--- src/inc/sitp_pkg.sv ---
package sitp_pkg;

   // Upper five bits of the target address
   localparam logic [4:0] ADDR_FIXED    = 5'h04;
   localparam logic [3:0] BITS_PER_BYTE = 4'h8;
   localparam logic [7:0] REG_RESET     = 8'h00;

   // Watchdog timeout, derived from the clock rate
   localparam int unsigned CLK_HZ      = 40_000_000;
   localparam int unsigned MS_PER_S    = 1000;
   localparam int unsigned LOCKUP_MS   = 50;
   localparam int unsigned LOCKUP_CYC  = CLK_HZ / MS_PER_S * LOCKUP_MS;
   localparam int          WD_W        = 22;

   localparam logic [1:0] BUF_FULL = 2'h2;

   typedef enum logic [3:0] {
      PH_IDLE     = 4'h0,
      PH_ADDR     = 4'h1,
      PH_ADDR_ACK = 4'h3,
      PH_REG      = 4'h2,
      PH_REG_ACK  = 4'h6,
      PH_DATA     = 4'h7,
      PH_DATA_ACK = 4'h5,
      PH_IGNORE   = 4'h4,
      PH_RD_BYTE  = 4'hB,
      PH_RD_ACK   = 4'hA
   } sitp_phase_t;

   typedef struct packed {
      logic [7:0] regAddr;
      logic [7:0] data;
   } sitp_wr_word_t;

   typedef struct packed {
      logic             sclMeta;
      logic             sclSync;
      logic             sclLast;
      logic             sdaMeta;
      logic             sdaSync;
      logic             sdaLast;
      logic [1:0]       strapMeta;
      logic [1:0]       strapSync;
      sitp_phase_t      phase;
      logic [3:0]       bitCnt;
      logic [7:0]       rxShift;
      logic [7:0]       txShift;
      logic             hostAck;
      logic             sclFell;
      logic [7:0]       startAddr;
      logic [7:0]       rdPtr;
      logic             sdaOe;
      logic [WD_W-1:0]  wdCnt;
   } sitp_state_t;

   typedef struct packed {
      sitp_wr_word_t [1:0] slot;
      logic                wrIdx;
      logic                rdIdx;
      logic [1:0]          count;
   } sitp_buf_t;

endpackage

--- src/rtl/sitp_wr_buf.sv ---
`timescale 1ns/1ps
`default_nettype none

module sitp_wr_buf
   import sitp_pkg::*;
(
   input  wire logic          clk,
   input  wire logic          sys_rst,
   input  wire logic          inValid,
   output logic               inReady,
   input  wire sitp_wr_word_t inWord,
   output logic               outValid,
   input  wire logic          outReady,
   output sitp_wr_word_t      outWord
);

   sitp_buf_t q;
   sitp_buf_t d;
   logic      doPush;
   logic      doPop;

   assign inReady  = (q.count != BUF_FULL);
   assign outValid = (q.count != 2'h0);
   assign outWord  = q.slot[q.rdIdx];
   assign doPush   = inValid & inReady;
   assign doPop    = outValid & outReady;

   always_comb begin
      d = q;
      if (doPush) begin
         d.slot[q.wrIdx] = inWord;
         d.wrIdx = ~q.wrIdx;
      end
      if (doPop) begin
         d.rdIdx = ~q.rdIdx;
      end
      if (doPush && !doPop) begin
         d.count = q.count + 2'h1;
      end else if (doPop && !doPush) begin
         d.count = q.count - 2'h1;
      end
   end

   always_ff @(posedge clk) begin
      if (sys_rst) begin
         q <= '0;
      end else begin
         q <= d;
      end
   end

endmodule

`default_nettype wire

--- src/rtl/sitp_target.sv ---
`timescale 1ns/1ps
`default_nettype none

module sitp_target
   import sitp_pkg::*;
#(
   parameter int unsigned LOCKUP_CYCLES = LOCKUP_CYC
)
(
   input  wire logic          clk,
   input  wire logic          sys_rst,
   input  wire logic          serialClockPin,
   input  wire logic          serialDataPinIn,
   output logic               serialDataPinOut,
   output logic               serialDataPinOe,
   input  wire logic          addressBit0StrapPin,
   input  wire logic          addressBit1StrapPin,
   output logic [7:0]         rdAddr,
   input  wire logic [7:0]    rdData,
   output logic               wrValid,
   input  wire logic          wrReady,
   output sitp_wr_word_t      wrWord,
   output logic               busBusy
);

   sitp_state_t   q;
   sitp_state_t   d;
   logic          sclRise;
   logic          sclFall;
   logic          sclHigh;
   logic          sdaRise;
   logic          sdaFall;
   logic          startDet;
   logic          stopDet;
   logic          byteDone;
   logic          addrMatch;
   logic          wdFire;
   logic          pushValid;
   logic          pushReady;
   sitp_wr_word_t pushWord;
   logic [6:0]    ownAddr;

   // Edges are taken between the second and third stage only
   assign sclRise = q.sclSync & ~q.sclLast;
   assign sclFall = ~q.sclSync & q.sclLast;
   assign sclHigh = q.sclSync & q.sclLast;
   assign sdaRise = q.sdaSync & ~q.sdaLast;
   assign sdaFall = ~q.sdaSync & q.sdaLast;

   assign startDet = sdaFall & sclHigh;
   assign stopDet  = sdaRise & sclHigh;

   assign byteDone  = (q.bitCnt == BITS_PER_BYTE);
   assign ownAddr   = {ADDR_FIXED, q.strapSync[1], q.strapSync[0]};
   assign addrMatch = (q.rxShift[7:1] == ownAddr);

   // Idle time is not counted, so a quiet bus never trips the watchdog
   assign wdFire = (q.phase != PH_IDLE)
                 & (q.wdCnt == WD_W'(LOCKUP_CYCLES - 1));

   assign pushWord.regAddr = q.startAddr;
   assign pushWord.data    = q.rxShift;

   // Open drain: the pad only ever pulls low
   assign serialDataPinOut = 1'b0;
   assign serialDataPinOe  = q.sdaOe;
   assign rdAddr           = q.rdPtr;
   assign busBusy          = (q.phase != PH_IDLE);

   always_comb begin
      d = q;
      pushValid = 1'b0;

      // Two-stage synchronisers on every pin
      d.sclMeta   = serialClockPin;
      d.sclSync   = q.sclMeta;
      d.sclLast   = q.sclSync;
      d.sdaMeta   = serialDataPinIn;
      d.sdaSync   = q.sdaMeta;
      d.sdaLast   = q.sdaSync;
      d.strapMeta = {addressBit1StrapPin, addressBit0StrapPin};
      d.strapSync = q.strapMeta;

      if (sclFall) begin
         d.sclFell = 1'b1;
      end

      if (q.phase == PH_IDLE || sclRise || sclFall) begin
         d.wdCnt = '0;
      end else begin
         d.wdCnt = q.wdCnt + 1'b1;
      end

      if (startDet) begin
         // Also serves as repeated start from any phase
         d.phase   = PH_ADDR;
         d.bitCnt  = '0;
         d.sdaOe   = 1'b0;
         d.sclFell = 1'b0;
      end else if (stopDet && q.sclFell) begin
         d.phase = PH_IDLE;
         d.sdaOe = 1'b0;
      end else if (wdFire) begin
         d.phase  = PH_IDLE;
         d.sdaOe  = 1'b0;
         d.bitCnt = '0;
      end else if (sclRise) begin
         if (q.phase == PH_ADDR || q.phase == PH_REG || q.phase == PH_DATA) begin
            d.rxShift = {q.rxShift[6:0], q.sdaSync};
         end
         if (q.phase == PH_ADDR || q.phase == PH_REG || q.phase == PH_DATA
             || q.phase == PH_RD_BYTE) begin
            if (!byteDone) begin
               d.bitCnt = q.bitCnt + 4'h1;
            end
         end
         if (q.phase == PH_RD_ACK) begin
            d.hostAck = ~q.sdaSync;
         end
      end else if (sclFall) begin
         case (q.phase)
            PH_ADDR: begin
               if (byteDone) begin
                  d.bitCnt = '0;
                  if (addrMatch) begin
                     d.phase = PH_ADDR_ACK;
                     d.sdaOe = 1'b1;
                     if (q.rxShift[0]) begin
                        d.rdPtr = q.startAddr;
                     end
                  end else begin
                     d.phase = PH_IGNORE;
                  end
               end
            end
            PH_ADDR_ACK: begin
               if (q.rxShift[0]) begin
                  d.phase   = PH_RD_BYTE;
                  d.txShift = rdData;
                  d.sdaOe   = ~rdData[7];
               end else begin
                  d.phase = PH_REG;
                  d.sdaOe = 1'b0;
               end
            end
            PH_REG: begin
               if (byteDone) begin
                  d.bitCnt    = '0;
                  d.startAddr = q.rxShift;
                  d.phase     = PH_REG_ACK;
                  d.sdaOe     = 1'b1;
               end
            end
            PH_REG_ACK: begin
               d.phase = PH_DATA;
               d.sdaOe = 1'b0;
            end
            PH_DATA: begin
               if (byteDone) begin
                  d.bitCnt = '0;
                  // A full buffer costs the controller a not-acknowledge, not a lost word
                  if (pushReady) begin
                     pushValid = 1'b1;
                     d.phase   = PH_DATA_ACK;
                     d.sdaOe   = 1'b1;
                  end else begin
                     d.phase = PH_IGNORE;
                  end
               end
            end
            PH_DATA_ACK: begin
               // One data byte per write; further bytes are not acknowledged
               d.phase = PH_IGNORE;
               d.sdaOe = 1'b0;
            end
            PH_RD_BYTE: begin
               if (byteDone) begin
                  d.bitCnt = '0;
                  d.phase  = PH_RD_ACK;
                  d.sdaOe  = 1'b0;
                  d.rdPtr  = q.rdPtr + 8'h01;
               end else begin
                  d.txShift = {q.txShift[6:0], 1'b0};
                  d.sdaOe   = ~q.txShift[6];
               end
            end
            PH_RD_ACK: begin
               if (q.hostAck) begin
                  d.phase   = PH_RD_BYTE;
                  d.txShift = rdData;
                  d.sdaOe   = ~rdData[7];
               end else begin
                  d.phase = PH_IGNORE;
                  d.sdaOe = 1'b0;
               end
            end
            default: begin
               d.sdaOe = 1'b0;
            end
         endcase
      end
   end

   always_ff @(posedge clk) begin
      if (sys_rst) begin
         q           <= '0;
         q.phase     <= PH_IDLE;
         // Line stages start at the idle level, so leaving reset brings no false edge
         {q.sclMeta, q.sclSync, q.sclLast} <= '1;
         {q.sdaMeta, q.sdaSync, q.sdaLast} <= '1;
         q.startAddr <= REG_RESET;
         q.rdPtr     <= REG_RESET;
      end else begin
         q <= d;
      end
   end

   sitp_wr_buf u_wr_buf (
      .clk      (clk),
      .sys_rst  (sys_rst),
      .inValid  (pushValid),
      .inReady  (pushReady),
      .inWord   (pushWord),
      .outValid (wrValid),
      .outReady (wrReady),
      .outWord  (wrWord)
   );
endmodule

`default_nettype wire

--- config.mk ---
export PLATFORM = sky130hd
export DESIGN_NAME = sitp_target
export DESIGN_NICKNAME = d
export VERILOG_FILES = /design/src/inc/sitp_pkg.sv /design/src/rtl/sitp_wr_buf.sv /design/src/rtl/sitp_target.sv
export SDC_FILE = /design/constraint.sdc
export NUM_CORES = 1
export LEC_CHECK = 0
export ABC_CLOCK_PERIOD_IN_PS = 4200
export BUFFER_PORTS_ARGS = -buffer_cell sky130_fd_sc_hd__clkbuf_2
export CAP_MARGIN = 20
export CORE_ASPECT_RATIO = 0.75
export CORE_MARGIN = 1.5
export CORE_UTILIZATION = 25
export CTS_BUF_LIST = sky130_fd_sc_hd__clkbuf_4 sky130_fd_sc_hd__clkbuf_8 sky130_fd_sc_hd__clkbuf_16
export CTS_CLUSTER_SIZE = 28
export DETAILED_ROUTE_END_ITERATION = 8
export SLEW_MARGIN = 25
export SYNTH_ARGS = -nofsm -noshare
export SYNTH_HDL_FRONTEND = slang
export SYNTH_SLANG_ARGS = --single-unit
export TNS_END_PERCENT = 10
--- constraint.sdc ---
create_clock -name clk -period 4.2 [get_ports clk]
set_clock_uncertainty 0.1 [all_clocks]
set_input_delay 0.84 -clock clk [delete_from_list [all_inputs] [get_ports clk]]
set_output_delay 0.84 -clock clk [all_outputs]
set_load 0.01 [all_outputs]
==> run_results.csv <==
group,metric,value,unit
detailed_routing,antenna_left,0,
finish,n_antenna_cell,0,
finish,fin_cells,886,
timing,period_share,0.6780,
min_path,hold-path-cell-count,1,
detailed_routing,drt_iter0_drc,332,
grt,grt_overflow,0,
logic_synthesis,async_reset_ff_frac,0,
floorplan,dieWidth,169.6,microns
cts,clk_latency,350,ps
placement,gp_congestion,0.8530,
timing,rsz0062_at_grt,"false",
finish,area_delta_synth_final,13.54,%
finish,fill_cells,2157,
timing,fin_crit,2848,ps
power,p_per_area,333.3,nW/um^2
logic_synthesis,synth_ff_type,"dfxtp_1",
logic_synthesis,synth-edff-count,0,
logic_synthesis,ys_seq_elements,110,
logic_synthesis,syn_nets,605,
finish,drive_gt1_frac,0.1639,
critical_path,cp.arrival,3020,ps
cts,cts_tree,"done",
critical_path,crit_slowest_cell,"or4_4",
timing,slew_violations,0,
run,max_cap_viol_count,0,
grt,grt_max_degree,65,
detailed_routing,post-route-drc-count,0,
timing,max-slew-margin-rel,0.4410,
floorplan,row_count,45,
placement,place.detailed.hpwl,8318,microns
cts,post_cts_buffers,0,
grt,grt_usage,0.1137,
timing,hold_viol_final,0,
logic_synthesis,yosysSeqAreaShare,0.4232,
cts,numCtsBuffers,9,
logic_synthesis,syn_area,5204,sq um
timing,fmax,351.2,MHz
critical_path,r2r-end,"rdAddr[0]",
logic_synthesis,synth_area_leader_cell,"dfxtp_1",
power,ir_drop,0.0001652,V
logic_synthesis,synth_area_per_cell,8.972,sq um
logic_synthesis,synth_area_leaders,"dfxtp_1 42%, mux2i_1 9.6%, nor2_1 6.6%",
floorplan,start_util,0.2560,
placement,port_buffers,41,
critical_path,critPathKind,"register to register",
critical_path,critPathBufInv,0,
critical_path,r2r_start,"q[64]",
logic_synthesis,synthTopCellsByCount,"110 x dfxtp_1, 91 x nor2_1, 50 x mux2i_1",
cts,cts_sinks,110,
finish,finalCoreUtilization,0.2907,
detailed_routing,viasPerCell,4.494,
critical_path,path_cells,"or4_4 > nand4_4 > o31a_1 > nand3_1 > or3b_2 > a31oi_1",
cts,cts-hold-fix-buffers,0,
grt,grt_pass1_vias,3604,
finish,final_nets,624,
cts,htree_levels,3,
floorplan,dieHeight,127.9,microns
logic_synthesis,yosysMostFrequentCell,"dfxtp_1",
detailed_routing,totalWireLength,11730,microns
logic_synthesis,ys.warnings.count,0,
grt,grt_pass1_wl,19530,microns
min_path,hold_path_startpoint,"d[70]",
logic_synthesis,synth_top_area_frac,0.4232,
min_path,min_to,"d[69]",
critical_path,r2r_slack,1350,ps
cts,cts_resized,0,
cts,root_buffer,"clkbuf_16",
cts,path_clk_slew,80,ps
logic_synthesis,syn_inst,580,
detailed_routing,drt_first_pass_iters,5,
critical_path,end_kind,"register",
placement,dpl.cell_count,870,
critical_path,cp_max_fo,17,
critical_path,cpPeakStageDelay,630,ps
logic_synthesis,synthDistinctLibCells,58,
detailed_routing,wl_per_cell,13.24,microns
timing,fin_setup_tns,0,ps
floorplan,core-area,20330,sq um
critical_path,cp.required,4370,ps
min_path,hold_class,"register to register",
timing,setup_violations,0,
run_status,status,"completed",
detailed_routing,vias,3982,
cts,clk_path_buf_depth,2,
critical_path,reg2reg_depth,6,
critical_path,cp-start-kind,"register",
timing,worst_pin_slew,837.4,ps
floorplan,die_area,21700,sq um
grt,antenna_found_initial,0,
floorplan,ios,43,
critical_path,crit_family,"simple AND/OR/NAND/NOR gates",
power,p_leak,2.046,nW
critical_path,crit_path_start,"q[64]",
==> routing by layer <==
metal  wire [microns]  vias to the layer above  global-route usage
met5                0                        -                   0
met4               20                        0             0.02343
met3              508                        2             0.03180
met2             4787                       73              0.1565
met1             6417                     1848              0.1727
li1                 -                     2059                   -
==> flip-flops by register name (all words and copies together) (netlist names) <==
register and count:
d 6, u_wr_buf.q 36, serialDataPinOe 1, pushWord 16, rdAddr 8, ownAddr 2, q 41
==> worst max path at each step <==
stage | end | slack, ps | cells past startpoint
4_1_cts | rdAddr[0] | 1360 | 6
5_1_grt | rdAddr[0] | 1120 | 6
3_3_place_gp | rdAddr[0] | 1410 | 6
3_5_place_dp | rdAddr[0] | 1370 | 6
2_1_floorplan | u_wr_buf.q[1] | 1570 | 9
6_report | rdAddr[0] | 1350 | 6
==> per-stage QoR <==
| step | power [mW] | hold WS, ps | worst slack, ps | instance area [sq um] |
|---|---|---|---|---|
| 3_3_place_gp | 1.123 | 307.6 | 1408 | 5597 |
| 6_report | 1.969 | 325.2 | 1352 | 5908 |
| 2_1_floorplan | 1.107 | 289.5 | 1573 | 5204 |
| 4_1_cts | 2.005 | 331.4 | 1359 | 5908 |
| 5_1_grt | 2.047 | 345.4 | 1117 | 5908 |
| 3_5_place_dp | 1.123 | 308.6 | 1373 | 5597 |
==> logic make-up after synthesis <==
| family | share of synthesized area |
|---|---|
| xor gates and xnor gates | 0.03366 |
| muxes | 0.1308 |
| AOI/OAI and AO/OA | 0.1072 |
| other | 0.0007206 |
| buffers and inverters | 0.04760 |
| and+or+nand+nor | 0.2328 |
| adders and majority gates | 0.02404 |
| DFF | 0.4232 |
==> final cells by class <==
class                           count  area [sq um]  share of cell area
Inverter                           12         45.04            0.007624
Tap cell                          282         352.8             0.05972
Timing Repair Buffer               46         242.7             0.04108
Multi-Input combinational cell    420          2754              0.4661
Clock buffer                        9         225.2             0.03812
Sequential cell                   110          2202              0.3727
Clock inverter                      7         86.33             0.01461
==> layout by cell type, fill, tap and decap left out, types with 9 or more instances in the layout <==
cell type  count
ha_1          10
mux2i_1       50
xnor2_1       10
a21oi_1       35
inv_1         12
dfxtp_1      110
clkbuf_2      41
xor2_1        10
mux2_2        16
or2_2          9
clkbuf_16      9
nand3_1       16
nor3_1         9
nand2_1       46
nor2_1        91
o21ai_0       17
or3_1         11
==> report_power, final <==
group	switching, mW	leakage [nW]	total, mW	internal, mW
combinational	0.0312	1.01	0.0476	0.0164
clock	0.440	0.151	0.871	0.431
sequential	0.00391	0.888	1.05	1.05
total	0.475	2.05	1.97	1.49
(Power assumes the default switching activity.)
